--- src/common/pesc_cfg.svh ---
// Constants for the advanced status and statistics register bank.
// Assumes inclusion by bare name from package and design files.
`ifndef PESC_CFG_SVH
`define PESC_CFG_SVH

// ----------------------------------------
// Advanced register indices
// ----------------------------------------
`define PESC_IDX_W          4
`define PESC_IDX_STAT_ONE   4'h0
`define PESC_IDX_STAT_TWO   4'h1
`define PESC_IDX_GOOD_HIGH  4'h2
`define PESC_IDX_GOOD_MID   4'h3
`define PESC_IDX_GOOD_LOW   4'h4
`define PESC_IDX_FCS_HIGH   4'h5
`define PESC_IDX_FCS_MID    4'h6
`define PESC_IDX_FCS_LOW    4'h7

// ----------------------------------------
// Field positions
// ----------------------------------------
`define PESC_S1_PLL_BIT     15
`define PESC_S1_POL_HI      14
`define PESC_S1_POL_LO      11
`define PESC_S1_REFCLK_BIT  8
`define PESC_S2_XOVER01_BIT 15
`define PESC_S2_XOVER23_BIT 14
`define PESC_S2_SPDOPT_BIT  13

// ----------------------------------------
// Widths and reset values
// ----------------------------------------
`define PESC_REG_W          16
`define PESC_CNT_W          48
`define PESC_REG_RESET      16'h0000
`define PESC_SYNC_W         3

`endif

--- src/common/pesc_pkg.sv ---
// Types for the advanced status and statistics register bank.
// Assumes pesc_cfg.svh is on the include path.
`include "pesc_cfg.svh"

package pesc_pkg;

	// ----------------------------------------
	// Status inputs carried together
	// ----------------------------------------
	typedef struct packed {
		logic       pll_lock_flag;
		logic [3:0] polarity_flip;
		logic       refclk_freq_strap;
		logic [1:0] crossover_result;
		logic       speed_opt_link;
	} pesc_status_t;

	// ----------------------------------------
	// Read port request
	// ----------------------------------------
	typedef struct packed {
		logic                   rd;
		logic [`PESC_IDX_W-1:0] idx;
	} pesc_req_t;

	typedef enum logic [1:0] {
		PESC_SLICE_LOW,
		PESC_SLICE_MID,
		PESC_SLICE_HIGH,
		PESC_SLICE_NONE
	} pesc_slice_t;

endpackage

--- src/hdl/pesc_bank.sv ---
// Advanced status and statistics register bank of the PHY core.
// Assumes status levels come from other clock domains, while frame
// events and the address port strobe share this core clock.
`timescale 1ns/10ps
`include "pesc_cfg.svh"

// Contract
// - Status one bit 15 reads 1 while PLL locked, else 0.
// - Status one bits 14..11 flag reversed polarity on channels 3..0.
// - Status one bit 8 shows strap clock: 0 is 125MHz, 1 is 25MHz.
// - Status two bit 15 shows pair 0/1 resolution: 0 MDI, 1 MDI-X.
// - Status two bit 14 shows pair 2/3 resolution: 0 MDI, 1 MDI-X.
// - Status two bit 13 set when speed optimizer brought link up; resets 0.
// - Keep 48-bit good frame counter, one per error-free frame, reset zero.
// - Good counter read as high 47:32, mid 31:16, low 15:0 slices.
// - High good slice read returns value then clears whole counter.
// - Keep 48-bit FCS failure counter in three slices, reset zero.
// - High FCS slice read returns value then clears whole counter.
module pesc_bank
	import pesc_pkg::*;
(
	input  wire logic                   MCLK_I,
	input  wire logic                   RESET_I,
	input  wire pesc_status_t           STATUS_I,
	input  wire logic                   GOOD_FRAME_I,
	input  wire logic                   FCS_FAIL_I,
	input  wire logic                   ADDR_WR_I,
	input  wire pesc_req_t              ADDR_REQ_I,
	output logic [`PESC_REG_W-1:0]      RD_DATA_O,
	output logic                        RD_VALID_O
);

	localparam int SW = $bits(pesc_status_t);

	// ----------------------------------------
	// Status synchronisers
	// ----------------------------------------
	// Three stages; a change is taken only once stages two and three agree
	logic [SW-1:0] sync_q [`PESC_SYNC_W];
	pesc_status_t  stat_q;

	always_ff @(posedge MCLK_I) begin
		if (RESET_I) begin
			for (int i = 0; i < `PESC_SYNC_W; i++) begin
				sync_q[i] <= '0;
			end
		end else begin
			sync_q[0] <= STATUS_I;
			for (int i = 1; i < `PESC_SYNC_W; i++) begin
				sync_q[i] <= sync_q[i-1];
			end
		end
	end

	genvar b;
	generate
		for (b = 0; b < SW; b++) begin : g_filt
			always_ff @(posedge MCLK_I) begin
				if (RESET_I) begin
					stat_q[b] <= 1'b0;
				end else if (sync_q[1][b] == sync_q[2][b]) begin
					stat_q[b] <= sync_q[2][b];
				end
			end
		end
	endgenerate

	// ----------------------------------------
	// Address port decode
	// ----------------------------------------
	// Writes without the read flag select nothing; data port stays put
	logic        rd_go;
	pesc_slice_t good_sl;
	pesc_slice_t fcs_sl;

	assign rd_go = ADDR_WR_I && ADDR_REQ_I.rd;

	always_comb begin
		good_sl = PESC_SLICE_NONE;
		fcs_sl  = PESC_SLICE_NONE;
		if (rd_go) begin
			case (ADDR_REQ_I.idx)
				`PESC_IDX_GOOD_LOW:  good_sl = PESC_SLICE_LOW;
				`PESC_IDX_GOOD_MID:  good_sl = PESC_SLICE_MID;
				`PESC_IDX_GOOD_HIGH: good_sl = PESC_SLICE_HIGH;
				`PESC_IDX_FCS_LOW:   fcs_sl  = PESC_SLICE_LOW;
				`PESC_IDX_FCS_MID:   fcs_sl  = PESC_SLICE_MID;
				`PESC_IDX_FCS_HIGH:  fcs_sl  = PESC_SLICE_HIGH;
				default: begin
					good_sl = PESC_SLICE_NONE;
					fcs_sl  = PESC_SLICE_NONE;
				end
			endcase
		end
	end

	// ----------------------------------------
	// Counters
	// ----------------------------------------
	logic [`PESC_REG_W-1:0] good_slice;
	logic [`PESC_REG_W-1:0] fcs_slice;

	pesc_tally u_good (
		.clk_i      (MCLK_I),
		.rst_i      (RESET_I),
		.event_i    (GOOD_FRAME_I),
		.rd_slice_i (good_sl),
		.slice_o    (good_slice)
	);

	pesc_tally u_fcs (
		.clk_i      (MCLK_I),
		.rst_i      (RESET_I),
		.event_i    (FCS_FAIL_I),
		.rd_slice_i (fcs_sl),
		.slice_o    (fcs_slice)
	);

	// ----------------------------------------
	// Status words
	// ----------------------------------------
	logic [`PESC_REG_W-1:0] stat_one;
	logic [`PESC_REG_W-1:0] stat_two;

	always_comb begin
		stat_one = `PESC_REG_RESET;
		stat_one[`PESC_S1_PLL_BIT] = stat_q.pll_lock_flag;
		stat_one[`PESC_S1_POL_HI:`PESC_S1_POL_LO] = stat_q.polarity_flip;
		stat_one[`PESC_S1_REFCLK_BIT] = stat_q.refclk_freq_strap;
		stat_two = `PESC_REG_RESET;
		stat_two[`PESC_S2_XOVER01_BIT] = stat_q.crossover_result[0];
		stat_two[`PESC_S2_XOVER23_BIT] = stat_q.crossover_result[1];
		stat_two[`PESC_S2_SPDOPT_BIT]  = stat_q.speed_opt_link;
	end

	// ----------------------------------------
	// Read data port
	// ----------------------------------------
	// Counter slices land one cycle after the status word would, so the
	// selection is delayed to meet the tally's registered output
	logic [`PESC_IDX_W-1:0] idx_q;
	logic                   go_q;
	logic [`PESC_REG_W-1:0] stat_pick_q;

	always_ff @(posedge MCLK_I) begin
		if (RESET_I) begin
			idx_q       <= '0;
			go_q        <= 1'b0;
			stat_pick_q <= `PESC_REG_RESET;
		end else begin
			go_q  <= rd_go;
			if (rd_go) begin
				idx_q <= ADDR_REQ_I.idx;
				if (ADDR_REQ_I.idx == `PESC_IDX_STAT_ONE) begin
					stat_pick_q <= stat_one;
				end else begin
					stat_pick_q <= stat_two;
				end
			end
		end
	end

	always_ff @(posedge MCLK_I) begin
		if (RESET_I) begin
			RD_DATA_O  <= `PESC_REG_RESET;
			RD_VALID_O <= 1'b0;
		end else begin
			RD_VALID_O <= go_q;
			if (go_q) begin
				case (idx_q)
					`PESC_IDX_STAT_ONE,
					`PESC_IDX_STAT_TWO:  RD_DATA_O <= stat_pick_q;
					`PESC_IDX_GOOD_LOW,
					`PESC_IDX_GOOD_MID,
					`PESC_IDX_GOOD_HIGH: RD_DATA_O <= good_slice;
					`PESC_IDX_FCS_LOW,
					`PESC_IDX_FCS_MID,
					`PESC_IDX_FCS_HIGH:  RD_DATA_O <= fcs_slice;
					default:             RD_DATA_O <= `PESC_REG_RESET;
				endcase
			end
		end
	end

endmodule

--- src/hdl/pesc_tally.sv ---
// One 48-bit event tally with a low-read snapshot and a high-read clear.
// Assumes event and read strobes are one-cycle pulses on the same clock.
`timescale 1ns/10ps
`include "pesc_cfg.svh"

module pesc_tally
	import pesc_pkg::*;
#(
	parameter int CNT_W = `PESC_CNT_W,
	parameter int SL_W  = `PESC_REG_W
) (
	input  wire logic              clk_i,
	input  wire logic              rst_i,
	input  wire logic              event_i,
	input  wire pesc_slice_t       rd_slice_i,
	output logic [SL_W-1:0]        slice_o
);

	// Read data is always three slices, so no other split can be served
	if (CNT_W != 3 * SL_W) begin : g_bad_width
		$error("pesc_tally: CNT_W must be three slices");
	end

	logic [CNT_W-1:0]  count_q;
	logic [2*SL_W-1:0] snap_q;
	logic [SL_W-1:0]   slice_q;

	// ----------------------------------------
	// Counter
	// ----------------------------------------
	// An event in the cycle of a high read restarts the count at one,
	// so no frame is lost to the clear
	always_ff @(posedge clk_i) begin
		if (rst_i) begin
			count_q <= '0;
		end else if (rd_slice_i == PESC_SLICE_HIGH) begin
			count_q <= CNT_W'(event_i);
		end else if (event_i) begin
			count_q <= count_q + CNT_W'(1);
		end
	end

	// ----------------------------------------
	// Snapshot of upper slices at low read
	// ----------------------------------------
	always_ff @(posedge clk_i) begin
		if (rst_i) begin
			snap_q <= '0;
		end else if (rd_slice_i == PESC_SLICE_LOW) begin
			snap_q <= count_q[CNT_W-1:SL_W];
		end
	end

	// ----------------------------------------
	// Registered read data
	// ----------------------------------------
	always_ff @(posedge clk_i) begin
		if (rst_i) begin
			slice_q <= '0;
		end else begin
			case (rd_slice_i)
				PESC_SLICE_LOW:  slice_q <= count_q[SL_W-1:0];
				PESC_SLICE_MID:  slice_q <= snap_q[SL_W-1:0];
				PESC_SLICE_HIGH: slice_q <= snap_q[2*SL_W-1:SL_W];
				default:         slice_q <= slice_q;
			endcase
		end
	end

	assign slice_o = slice_q;

endmodule

--- config.mk ---
export PLATFORM = sky130hd
export DESIGN_NAME = pesc_bank
export DESIGN_NICKNAME = d
export VERILOG_FILES = /design/src/common/pesc_pkg.sv /design/src/hdl/pesc_bank.sv /design/src/hdl/pesc_tally.sv
export VERILOG_INCLUDE_DIRS = /design/src /design/src/common
export SDC_FILE = /design/constraint.sdc
export NUM_CORES = 1
export LEC_CHECK = 0
export BUFFER_PORTS_ARGS = -buffer_cell sky130_fd_sc_hd__buf_2
export CORE_ASPECT_RATIO = 1.5
export CORE_MARGIN = 8
export CORE_UTILIZATION = 55
export CTS_BUF_LIST = sky130_fd_sc_hd__clkbuf_4
export CTS_CLUSTER_DIAMETER = 200
export DETAILED_ROUTE_END_ITERATION = 10
export GPL_TIMING_DRIVEN = 0
export PLACE_DENSITY = 0.71
export SLEW_MARGIN = 20
export SYNTH_ARGS = -nofsm -noshare
export SYNTH_HDL_FRONTEND = slang
export SYNTH_HIERARCHICAL = 1
export SYNTH_SLANG_ARGS = --single-unit
--- constraint.sdc ---
create_clock -name MCLK_I -period 3.33 [get_ports MCLK_I]
set_input_delay 0.1665 -clock MCLK_I [delete_from_list [all_inputs] [get_ports MCLK_I]]
set_output_delay 0.1665 -clock MCLK_I [all_outputs]
set_load 0.005 [all_outputs]
Word-level counts from Yosys, hierarchy flattened
Memories as Yosys holds them, arrays and structs flattened.
Cells that the tools add are included.
{ "classes": {"addsub": 2, "eq_ne": 26, "reduce_logical": 14, "mux": 18, "bitwise_logic": 3} }
{ "op_table": {"columns": ["op", "n"], "rows": [
  ["one-hot mux 16 bit (3 select lines)", 3],
  ["adder 48 x 1 -> 48 bit (second input constant)", 2],
  ["== test 4 x 3 -> 1 bit (second input constant)", 8],
  ["2-to-1 mux 9 bit", 3],
  ["== test 4 x 2 -> 1 bit (second input constant)", 4],
  ["2-to-1 mux 16 bit", 1],
  ["one-hot mux 2 bit (3 select lines)", 2],
  ["== test 1 bit", 9],
  ["zero test 4 bit", 2],
  ["2-to-1 mux 1 bit", 7],
  ["nonzero test 3 bit", 2],
  ["OR reduction 2 bit", 3],
  ["OR reduction 3 bit", 2],
  ["== test 2 x 1 -> 1 bit (second input constant)", 2],
  ["== test 2 bit (second input constant)", 2],
  ["== test 4 x 1 -> 1 bit (second input constant)", 1],
  ["zero test 2 bit", 2],
  ["2-to-1 mux 2 bit", 2],
  ["nonzero test 2 bit", 2],
  ["bitwise OR 1 bit", 3],
  ["logical AND 1 bit", 1]
]} }
{ "word_totals": {"ram_bits": 27, "elab_cells": 86, "input_bits": 19, "reg_bits": 239, "out_inout_bits": 17, "n_memories": 1} }
{ "memory_table": {"columns": ["memory", "words", "width", "read_ports", "rd_ports_with_merged_regs", "write_ports", "line_no", "source"], "rows": [
  ["sync_q", 3, 9, 3, 0, 3, "pesc_bank.sv:39", "logic [SW-1:0] sync_q [`PESC_SYNC_W];"]
]} }

Longest topological paths before layout
Gate-level depths: netlist (run 1).
{ "depth": {"depth_word": 5, "depth_mapped": 12, "mapped_depth_nobuf": 9} }

Hierarchy
Netlist (run 1), hierarchy kept.
{ "by_module_without_submodules": {"columns": ["module", "seq_area_each_um2", "cells_each", "area_per_inst_um2", "instances"], "rows": [
  ["pesc_tally", 1921.8, 489, 4250.3, 2],
  ["pesc_bank", 1281.2, 262, 2503.7, 1]
]} }

Least setup slack after synthesis (run 1)
No wires, ideal clock.
{ "synth_timing": {"path_type": "register to register", "start": "register u_fcs.count_q[1]", "end": "register u_fcs.count_q[40]", "path_stages_with_launch": 8, "setup_time_ps": 70, "arrival_ps": 2545, "setup_slack_ps": 715, "path_buffers": 1, "t_required_ps": 3260, "synth_period_minus_slack_ps": 2615, "cell_sequence": "dfxtp_1 > ha_1 > nand4_1 > or4_1 > or4_1 > clkbuf_1 > or3_1 > a21oi_1"} }
{ "synth_via": {"elab_chain_cells": 1} }
{ "synth_lines": {"columns": ["element", "line_no", "source"], "rows": [
  ["start: declaration", "pesc_tally.sv:24", "logic [CNT_W-1:0] count_q;"],
  ["start signal: assignment", "pesc_tally.sv:37", "count_q <= CNT_W'(event_i);"],
  ["start signal: assignment", "pesc_tally.sv:39", "count_q <= count_q + CNT_W'(1);"],
  ["adder 48 x 1 -> 48 bit", "pesc_tally.sv:39", null]
]} }
Every way passes these cells.
A chain may end at the register's enable or synchronous reset.

Final worst setup path (run 1)
{ "layout_timing": {"start": "register u_good.count_q[0]", "end": "register u_good.count_q[40]"} }
{ "layout_via": {"elab_chain_cells": 1} }
{ "layout_lines": {"columns": ["element", "line_no"], "rows": [
  ["start: declaration", "pesc_tally.sv:24"],
  ["start signal: assignment", "pesc_tally.sv:37"],
  ["start signal: assignment", "pesc_tally.sv:39"],
  ["adder 48 x 1 -> 48 bit", "pesc_tally.sv:39"]
]} }
Every way passes these cells.

==> impl_metrics.toml, run 1 <==
[die]
die_h_microns = 189
initial_core_util_pct = 55.8
num_io_pins = 36
rows = 63
core_area_sq_mm = 0.0197
dieArea_sq_mm = 0.0249
fp.dieW_microns = 131

[synthesis]
synth_top_family_by_area = "simple AND/OR/NAND/NOR gates"
synthMuxAreaShare_pct = 7.48
synth_seq_cells = 256
synth_flop_cell = "dfxtp_1"
synth_fp_nets = 1269
synthAdderAreaFrac_pct = 1.14
syn_area_sq_mm = 0.0110
synth_compound_area_share_pct = 14.1
synth_edf_count = 0
seq_area_frac_synth_pct = 46.6
ys_warn_count = 6
syn_area_per_cell_sq_um = 8.87
synth.distinct_cells = 48
synth-xor-area-share_pct = 4.38
yosys.area_share.simple_pct = 22.7
syn_inst = 1240
synthArstFlopShare_pct = 0

[power]
ir_drop_mv = 0.446
power_w = 0.00584
powerDensity_mw_per_mm2 = 467
p_leak_nw = 4.15

[drt]
ant_nets = 0
wire_per_inst_microns = 17.3
vias = 9479
drt_first_iter_violations = 491
drt_first_pass_iters = 5
wl_microns = 28700
post-route-drc-count = 0
via_per_inst = 5.71

[timing]
fin_setup_tns_ns = 0
hold_ws_ns = 0.222
setup_viol = 0
worst_pin_slew_ns = 0.936
report.final.slew_viol_count = 0
grt_setup_unrepaired = "false"
fin_crit_sh_pct = 93.6
hold_viol_final = 0
skew_ns = 0.0569
relSlewSlack_pct = 37.0
period_needed_ns = 3.12
max_freq_mhz = 321

[placed_design]
port_buffers = 31
hpwl_microns = 20800
finalWeightedCongestion = 0.879

[hold_path]
hold_class = "primary input to flip-flop"
hp-start = "STATUS_I[4]"

[setup_path]
crit_path_end_kind = "flip-flop"
cp-start-kind = "flip-flop"
worstPathMaxFanout = 10
slowest_stage = "or4_1"
path_buf_inv = 1
startpoint = "u_good/count_q[0]$_SDFFE_PP0P_"
critical_path_class = "flip-flop to flip-flop"
crit_path_max_incr_delay_ns = 0.70
cp_cell_sequence = "ha_1, nand4_1, or4_1, or4_1, clkbuf_1, or3_1, a21oi_1"
cp.required_ns = 3.96
worstReg2RegStart = "u_good/count_q[0]$_SDFFE_PP0P_"
cp_common_cell = "or4_1"
crit_family = "simple AND/OR/NAND/NOR gates"
crit_arrival_ns = 3.75

[layout]
drive_above_1_share_pct = 11.8
syn2layout_area_growth_pct = 13.7
nFillCells = 1704
finalNetCount = 1388

[grt]
antenna_found_initial = 1
use_met3_pct = 3.95
grt_pass1_wl_microns = 46300
grt_use_total_pct = 22.7
met2_usage_pct = 41.0
grtUsageMet1_pct = 23.1
grt_max_degree = 18
grt_busiest_layer = "met2"
grt_pass1_vias = 9216
grt_overflow = 0

[run_status]
outcome = "completed"

[run]
maxCapViolCount = 0

[clock_tree]
clk_latency_ns = 0.70
clkSlewWorstSetupHoldPaths_ns = 0.07
cts_setup_buffers = 0
htreeDepth = 2
numCtsBuffers = 60
cts_tree = "yes"
cts-root-buf = "clkbuf_4"
cts.path.max_buffers = 3
clkSinkCount = 256
timing repair:
| item | CTS | global route |
|---|---|---|
| resized for setup | 0 | 1 |
| hold buffers | 26 | 0 |
| endpoints found under the setup margin | 0 | 3 |
| hold endpoints to repair | 32 | 0 |
Yosys cell counts (7+ instances only):
cell type  number  area share (%)
o21ai_0        21            0.96
nand4_1        30             1.7
nor3_1          8            0.36
nor2b_1        30             1.7
nand3_1        30             1.4
buf_2           8            0.36
dfxtp_1       256              47
inv_1          20            0.68
or4_1          24             1.6
buf_1           9            0.31
a211oi_1       32             2.2
mux2_1          7            0.72
or3b_2          8            0.64
nor4_1         24             1.4
o211ai_1       22             1.5
mux2i_1        71             6.5
a22oi_1        42             2.9
a21oi_1        80             3.6
or3_1          16            0.91
xnor2_1        33             2.6
nand2_1        97             3.3
xor2_1         22             1.8
ha_1           10             1.1
nor2_1        205             7.0
o31ai_1        14            0.96
clkbuf_1       56             1.9
and4_1          8            0.64
registers in the layout, indices dropped and copies added (netlist names):
| name | cells |
|---|---|
| stat_q | 3 |
| stat_pick_q | 6 |
| u_fcs/slice_o | 16 |
| sync_q | 27 |
| u_fcs/snap_q | 32 |
| RD_VALID_O | 1 |
| u_good/slice_o | 16 |
| stat_one | 6 |
| u_good/snap_q | 32 |
| idx_q | 4 |
| u_good/count_q | 48 |
| u_fcs/count_q | 48 |
| RD_DATA_O | 16 |
| go_q | 1 |
report_power, final:
| group | leakage, nW | internal (W) | switching (W) |
|---|---|---|---|
| Sequential | 2.07 | 0.00309 | 0.0000205 |
| Clock | 0.452 | 0.00130 | 0.00120 |
| Combinational | 1.63 | 0.0000794 | 0.000147 |
| Total | 4.15 | 0.00447 | 0.00137 |
worst paths after layout:
check	slack, ns	endpoint	cells after the start
worst min-delay path	0.22	sync_q[0][4]$_SDFF_PP0_	3
worst max register to register	0.21	u_good/count_q[40]$_SDFFE_PP0P_	7
worst min register to register	0.44	sync_q[0][17]$_SDFF_PP0_	1
worst max-delay path	0.21	u_good/count_q[40]$_SDFFE_PP0P_	7
metrics by stage:
stage | setup slack [ns] | cell area (sq um) | std cells | utilization (%)
global placement | 0.212 | 11500 | 1531 | 58.3
global route | 0.0470 | 12500 | 1659 | 63.5
detailed placement | 0.194 | 11500 | 1531 | 58.3
floorplan | 0.715 | 11000 | 1240 | -
finish | 0.213 | 12500 | 1659 | 63.5
CTS | 0.139 | 12500 | 1657 | 63.4
placed cells by master, fill, tap and decap left out, types with 21 or more instances in the layout:
cell type and instances:
or4_1 23, nand3_1 30, xor2_1 22, clkbuf_1 56
a21oi_1 80, nor2_1 205, dfxtp_1 256, xnor2_1 33
mux2i_1 71, a22oi_1 42, dlygate4sd3_1 26, o21ai_0 21
o211ai_1 22, buf_2 39, a211oi_1 32, nand4_1 30
nor2b_1 30, clkbuf_4 90, nand2_1 97, nor4_1 23
layout make-up:
type / count / area (sq um) / share of cell area [%]
Antenna cell: 2 / 5.00 / 0.0400
Buffer: 78 / 324 / 2.59
Clock buffer: 90 / 676 / 5.40
Clock inverter: 10 / 72.6 / 0.580
Inverter: 20 / 75.1 / 0.600
Multi-Input combinational cell: 886 / 5490 / 43.9
Sequential cell: 256 / 5120 / 41.0
Tap cell: 260 / 325 / 2.60
Timing Repair Buffer: 57 / 415 / 3.32
worst reg2reg max path, cell delays in order, from the launching register on:
cell      delay (ns)
dfxtp_1         0.45
ha_1            0.21
nand4_1         0.22
or4_1           0.70
or4_1           0.65
clkbuf_1        0.28
or3_1           0.40
a21oi_1         0.14
cells by family after synthesis:
family          after synthesis
compound gates              234
flops                       256
buf+inv                      98
fa+ha+maj                    10
mux                          81
simple gates                506
xor+xnor                     55
metal layers:
metal  part of all wire (%)  up-vias  wire, microns
met4                    6.5        0           1880
met2                     52      246          14800
li1                       -     4682              -
met5                      0        -              0
met3                    3.4       95            984
met1                     39     4456          11100
No activity file was read; power rests on OpenSTA's default activity.
==> inputs of run 2 (changes only) <==
--- a/config.mk
+++ b/config.mk
@@ -6,6 +6,7 @@
 export SDC_FILE = /design/constraint.sdc
 export NUM_CORES = 1
 export LEC_CHECK = 0
+export ABC_AREA = 1
 export BUFFER_PORTS_ARGS = -buffer_cell sky130_fd_sc_hd__buf_2
 export CORE_ASPECT_RATIO = 1.5
 export CORE_MARGIN = 8
@@ -18,5 +19,4 @@
 export SLEW_MARGIN = 20
 export SYNTH_ARGS = -nofsm -noshare
 export SYNTH_HDL_FRONTEND = slang
-export SYNTH_HIERARCHICAL = 1
 export SYNTH_SLANG_ARGS = --single-unit
==> run 2 against run 1 <==
Effect of this change: sequential share of layout area shrank 2.3 points; first-iteration DRC count rose by 34%; core utilization decreased by 0.62 points; highest routed layer unchanged; die area rose by 6.2%; via count rose by 22%; synthesized area up 6.9%; sequential power about the same; non-clock buffer count decreased by 14; largest cell class unchanged; clock power about the same; wire length increased by 24%; worst setup slack gained 0.39 ns.
==> impl_metrics.toml, run 2 <==
[layout]
fin_cells = 2137
nFillCells = 1965
multiInputGateArea_sq_mm = 0.00576
top_regs = "u_fcs.count_q (48), u_good.count_q (48)"
drive_above_1_share_pct = 10.1
finalNetCount = 1851
final_cell_mix = "nand2_1 (369), nor2_1 (290), dfxtp_1 (256)"
syn2layout_area_growth_pct = 12.5
layout_commonest_cell = "nand2_1"
seqCellArea_sq_mm = 0.00512

[timing]
fin_crit_sh_pct = 82.0
grt_setup_unrepaired = "false"
worst_pin_slew_ns = 0.706
period_needed_ns = 2.73
fin_setup_tns_ns = 0
skew_ns = 0.0316
hold_viol_final = 0
report.final.slew_viol_count = 0
setup_viol = 0
relSlewSlack_pct = 52.9
max_freq_mhz = 366

[power]
clock_power_share_pct = 42.4
powerDensity_mw_per_mm2 = 448
p_int_w = 0.00442
swShare_pct = 25.4
p_leak_nw = 5.23
p_sw_w = 0.00151
ir_drop_mv = 0.391
comb_power_share_pct = 4.6
seqPwrFrac_pct = 53.0

[die]
core_area_sq_mm = 0.0211
num_io_pins = 36
die_h_microns = 195
fp.dieW_microns = 135
initial_core_util_pct = 55.9
rows = 65
dieArea_sq_mm = 0.0264

[clock_tree]
htreeDepth = 2
cts_tree = "yes"
clkSinkCount = 256
cts.path.max_buffers = 3
clkSlewWorstSetupHoldPaths_ns = 0.07
cts-root-buf = "clkbuf_4"
clk_latency_ns = 0.72
cts_resized = 0
hold_buffers = 21
cts_setup_buffers = 0
numCtsBuffers = 61

[setup_path]
slowest_stage = "dlygate4sd3_1"
crit_family = "buffers and inverters"
cp_common_cell = "nor2_1"
crit_path_end_kind = "flip-flop"
crit_path_max_incr_delay_ns = 0.54
path_buf_inv = 6
rr_endpoint = "u_good.count_q[32]$_SDFFE_PP0P_"
ff2ff_setup_slack_ns = 1.45
critical_path_class = "primary input to flip-flop"
cp_cell_sequence = "dlygate4sd3_1, buf_2, nor2_1, nand2_1, nand2_1, nand2_1, nor2_1, ha_1, clkbuf_1, nor2_1, buf_2, inv_2, buf_1, nor2_1"
crit_arrival_ns = 3.29
reg2regPathDepth = 9
worstReg2RegStart = "u_good.count_q[1]$_SDFFE_PP0P_"
worstPathMaxFanout = 10
cp-start-kind = "primary input"
cp.required_ns = 3.89

[synthesis]
synth_flop_cell = "dfxtp_1"
syn_area_sq_mm = 0.0118
synthArstFlopShare_pct = 0
synth_most_common_cell = "nand2_1"
ys_warn_count = 0
yosys.area.top_type = "dfxtp_1"
syn_area_per_cell_sq_um = 6.90
synth.distinct_cells = 41
syn_inst = 1705
yosys.area_share.simple_pct = 30.4
synth_top_cell_area_share_pct = 43.6
seq_area_frac_synth_pct = 43.6
synth_edf_count = 0
synthTopCellsByCount = "nand2_1 (369), nor2_1 (290), dfxtp_1 (256)"
synthMuxAreaShare_pct = 0
synth_top_family_by_area = "simple AND/OR/NAND/NOR gates"
synth-xor-area-share_pct = 0.819
synthAdderAreaFrac_pct = 1.06
synth_seq_cells = 256
synth_fp_nets = 1734
synth_area_leaders = "dfxtp_1 (44%), nand2_1 (12%), nor2_1 (9.3%)"
synth_compound_area_share_pct = 16.7

[hold_path]
worstHoldEndpoint = "stat_pick_q[8]$_SDFFE_PP0P_"
hold_depth = 5
hp-start = "ADDR_WR_I"
hold_class = "primary input to flip-flop"

[run_status]
outcome = "completed"

[grt]
grt_overflow = 0
grt_max_degree = 19
grt_use_total_pct = 26.9
antenna_found_initial = 1
grt_pass1_wl_microns = 56500
grt_pass1_vias = 11300

[drt]
wire_per_inst_microns = 16.7
drt_first_pass_iters = 5
wl_microns = 35700
via_per_inst = 5.42
vias = 11600
ant_nets = 0
drt_first_iter_violations = 660
post-route-drc-count = 0

[run]
maxCapViolCount = 0

[placed_design]
dpl.cell_count = 2006
finalWeightedCongestion = 0.921
port_buffers = 33
hpwl_microns = 27000
-- run 2: cell types whose count changed in the layout (fill, tap and decap cells not counted), sizes merged, moves of 53 or more --
cell and delta:
nand2 +283, mux2i -71, nor2 +112, a21oi +86
nand3 +53, inv +139, o21ai +128
-- run 2: worst max path at each step --
stage / slack, ns / depth (start not counted) / start / end
CTS: 0.70 / 14 / ADDR_REQ_I[3] / u_good.count_q[27]$_SDFFE_PP0P_
global route: 0.48 / 14 / ADDR_REQ_I[3] / u_good.count_q[43]$_SDFFE_PP0P_
detailed placement: 0.51 / 13 / ADDR_WR_I / u_good.count_q[10]$_SDFFE_PP0P_
finish: 0.60 / 14 / ADDR_REQ_I[3] / u_good.count_q[27]$_SDFFE_PP0P_
global placement: 0.50 / 13 / ADDR_WR_I / u_good.count_q[43]$_SDFFE_PP0P_
floorplan: 1.42 / 12 / ADDR_WR_I / u_good.count_q[10]$_SDFFE_PP0P_
-- run 2: kinds of logic after synthesis --
group	Yosys count
AND/OR/NAND/NOR	835
AO/OA/AOI/OAI	363
flip-flops	256
buffers and inverters	230
XOR/XNOR	11
adder cells (fa/ha/maj)	10
-- run 2: layout make-up --
class / count / area share [%]
Clock buffer: 88 / 4.99
Inverter: 163 / 4.62
Multi-Input combinational cell: 1219 / 43.5
Timing Repair Buffer: 54 / 2.84
Sequential cell: 256 / 38.7
Buffer: 67 / 2.02
Clock inverter: 21 / 0.747
Antenna cell: 1 / 0.0189
Tap cell: 268 / 2.53
-- run 2: per-stage QoR --
stage	setup WS (ns)	cell area (sq um)	total power, W	util (%)	hold WS, ns
finish	0.599	13200	0.00593	62.9	0.0990
global route	0.483	13200	0.00616	62.9	0.102
CTS	0.704	13200	0.00598	62.8	0.0338
detailed placement	0.513	12300	0.00346	58.2	0.373
global placement	0.496	12300	0.00345	58.2	0.364
floorplan	1.42	11800	0.00336	-	0.273
-- run 2: routing by layer --
metal	vias up	part of all wire (%)	track usage, %
met1	5264	37	26.8
li1	5797	-	-
met4	0	7.8	20.7
met5	-	0	0
met3	157	4.0	4.03
met2	355	51	48.6
-- run 2: power groups by stage --
stage	Sequential [W]	Clock (W)	Combinational (W)
floorplan	0.00319	0	0.000169
global placement	0.00321	0	0.000244
detailed placement	0.00321	0	0.000249
CTS	0.00314	0.00257	0.000270
global route	0.00314	0.00272	0.000304
finish	0.00314	0.00252	0.000272
-- run 2: worst min-delay path, stage by stage --
cell and delay (ns):
buf_2 0.08, nand2_1 0.14, clkinv_1 0.19, o21ai_0 0.10
a21oi_1 0.10
==> inputs of run 3 (changes only) <==
--- a/config.mk
+++ b/config.mk
@@ -15,7 +15,7 @@
 export CTS_CLUSTER_DIAMETER = 200
 export DETAILED_ROUTE_END_ITERATION = 10
 export GPL_TIMING_DRIVEN = 0
-export PLACE_DENSITY = 0.71
+export PLACE_DENSITY = 0.74
 export SLEW_MARGIN = 20
 export SYNTH_ARGS = -nofsm -noshare
 export SYNTH_HDL_FRONTEND = slang
==> constraint.sdc (replaced) <==
create_clock -name MCLK_I -period 2.4 [get_ports MCLK_I]
set_input_delay 0.12 -clock MCLK_I [delete_from_list [all_inputs] [get_ports MCLK_I]]
set_output_delay 0.12 -clock MCLK_I [all_outputs]
set_load 0.005 [all_outputs]
==> run 3 against run 2 <==
Effect of this change: power increased by 38%; highest routed layer unchanged; hold slack worse by 0.047 ns; largest power group unchanged; worst setup slack lost 0.25 ns; clock power up 37%; clock-buffer cell count is 10 lower; flip-flop and latch count unchanged; core utilization hardly changed.
==> impl_metrics.toml, run 3 (synthesis results as in run 2) <==
[placed_design]
post-place-ws_ns = -0.356
port_buffers = 33
finalWeightedCongestion = 0.952
placed_area_sq_mm = 0.0123
hpwl_microns = 26600
dpl.cell_count = 2006

[timing]
relSlewSlack_pct = 50.2
hold_viol_final = 0
report.final.slew_viol_count = 0
worst_pin_slew_ns = 0.747
setup_viol = 0
max_freq_mhz = 488
fin_crit_sh_pct = 85.4
grt_setup_unrepaired = "false"
worst_slack_ns = 0.350
period_needed_ns = 2.05
skew_ns = 0.0475

[grt]
grt_pass1_wl_microns = 55600
grt_pass1_vias = 11300
antenna_found_initial = 1
grt_max_degree = 19
grt_overflow = 0
grt_use_total_pct = 26.4

[hold_path]
worstHoldEndpoint = "stat_pick_q[13]$_SDFFE_PP0P_"
hp-start = "ADDR_REQ_I[4]"
hold_depth = 6
hold_class = "primary input to flip-flop"

[clock_tree]
cts.path.max_buffers = 3
clkSlewWorstSetupHoldPaths_ns = 0.07
numCtsBuffers = 60
clk_latency_ns = 0.74
htreeDepth = 2
cts-root-buf = "clkbuf_4"
cts_resized = 0
cts_setup_buffers = 0
clkSinkCount = 256
cts_tree = "yes"
hold_buffers = 24

[die]
dieArea_sq_mm = 0.0264
rows = 65
fp.dieW_microns = 135
die_h_microns = 195
num_io_pins = 36
initial_core_util_pct = 55.9
core_area_sq_mm = 0.0211

[setup_path]
critical_path_class = "primary input to flip-flop"
cp-start-kind = "primary input"
rr_endpoint = "u_good.count_q[43]$_SDFFE_PP0P_"
cp.required_ns = 2.97
worstPathMaxFanout = 10
crit_path_end_kind = "flip-flop"
ff2ff_setup_slack_ns = 0.52
startpoint = "ADDR_WR_I"
crit_arrival_ns = 2.62
reg2regPathDepth = 7
worstReg2RegStart = "u_good.count_q[20]$_SDFFE_PP0P_"

[power]
comb_power_share_pct = 4.7
power_w = 0.00818
powerDensity_mw_per_mm2 = 617
p_leak_nw = 5.22
p_int_w = 0.00608
ir_drop_mv = 0.537
swShare_pct = 25.7
seqPwrFrac_pct = 53.3
p_sw_w = 0.00210
clock_power_share_pct = 42.1

[drt]
wl_microns = 35300
ant_nets = 0
vias = 11700
post-route-drc-count = 0
drt_first_iter_violations = 630
wire_per_inst_microns = 16.5
drt_first_pass_iters = 5
via_per_inst = 5.48

[layout]
drive_above_1_share_pct = 9.69
top_regs = "u_fcs.count_q (48), u_good.count_q (48)"
syn2layout_area_growth_pct = 12.6
post-route-util_pct = 62.9
fin_cells = 2137
layout_commonest_cell = "nand2_1"
final_cell_mix = "nand2_1 (369), nor2_1 (290), dfxtp_1 (256)"
finalNetCount = 1853
fin_area_sq_mm = 0.0132

[run]
maxCapViolCount = 0

[run_status]
outcome = "completed"
==> run 3: cell types whose count changed in the layout (fill, tap and decap cells not counted), sizes merged <==
cell | previous run | this run
clkinv | 23 | 28
clkbuf | 143 | 133
inv | 161 | 162
dlygate4sd3 | 21 | 24
bufinv | 0 | 1
==> run 3: how the worst max path moves through the flow <==
stage	end	slack [ns]	cells past startpoint
floorplan	u_good.count_q[10]$_SDFFE_PP0P_	0.53	12
global placement	u_good.count_q[43]$_SDFFE_PP0P_	-0.29	13
detailed placement	u_good.count_q[10]$_SDFFE_PP0P_	-0.36	13
CTS	u_good.count_q[10]$_SDFFE_PP0P_	0.45	13
global route	u_good.count_q[27]$_SDFFE_PP0P_	0.16	13
finish	u_good.count_q[37]$_SDFFE_PP0P_	0.35	13
==> run 3: stage by stage <==
step / setup TNS [ns] / hold WS [ns]
floorplan: 0 / 0.227
global placement: -4.81 / 0.320
detailed placement: -5.85 / 0.328
CTS: 0 / 0.000366
global route: 0 / 0.103
finish: 0 / 0.0524
==> run 3: final cells by class <==
type / instances / area (sq um)
diodes: 1 / 2.50
plain buffers: 67 / 268
clock buffers: 78 / 586
clock inverters: 28 / 149
fillers: 1992 / 7820
inverters: 163 / 612
multi-input cells: 1219 / 5760
flip-flops and latches: 256 / 5120
well taps: 268 / 335
repair buffers: 57 / 405
==> run 3: routing by layer <==
layer | vias up | track usage (%) | wire (microns)
li1 | 5802 | - | -
met1 | 5315 | 26.9 | 12900
met2 | 421 | 46.4 | 17700
met3 | 166 | 4.27 | 1820
met4 | 0 | 21.1 | 2810
met5 | - | 0 | 0
==> run 3: critical path, cell delays in order <==
cell,delay [ns]
buf_2,0.09
nand2_1,0.17
clkinv_1,0.26
nand2_1,0.17
nor2_1,0.10
inv_1,0.09
ha_1,0.14
clkbuf_1,0.32
nor2_1,0.11
buf_2,0.23
inv_2,0.21
buf_1,0.48
nor2_1,0.10
==> run 3: power by group through the flow <==
stage               sequential, W  combinational, W  clock [W]
global placement          0.00445          0.000337          0
finish                    0.00435          0.000381    0.00344
CTS                       0.00435          0.000375    0.00349
global route              0.00436          0.000422    0.00371
floorplan                 0.00443          0.000234          0
detailed placement        0.00445          0.000345          0
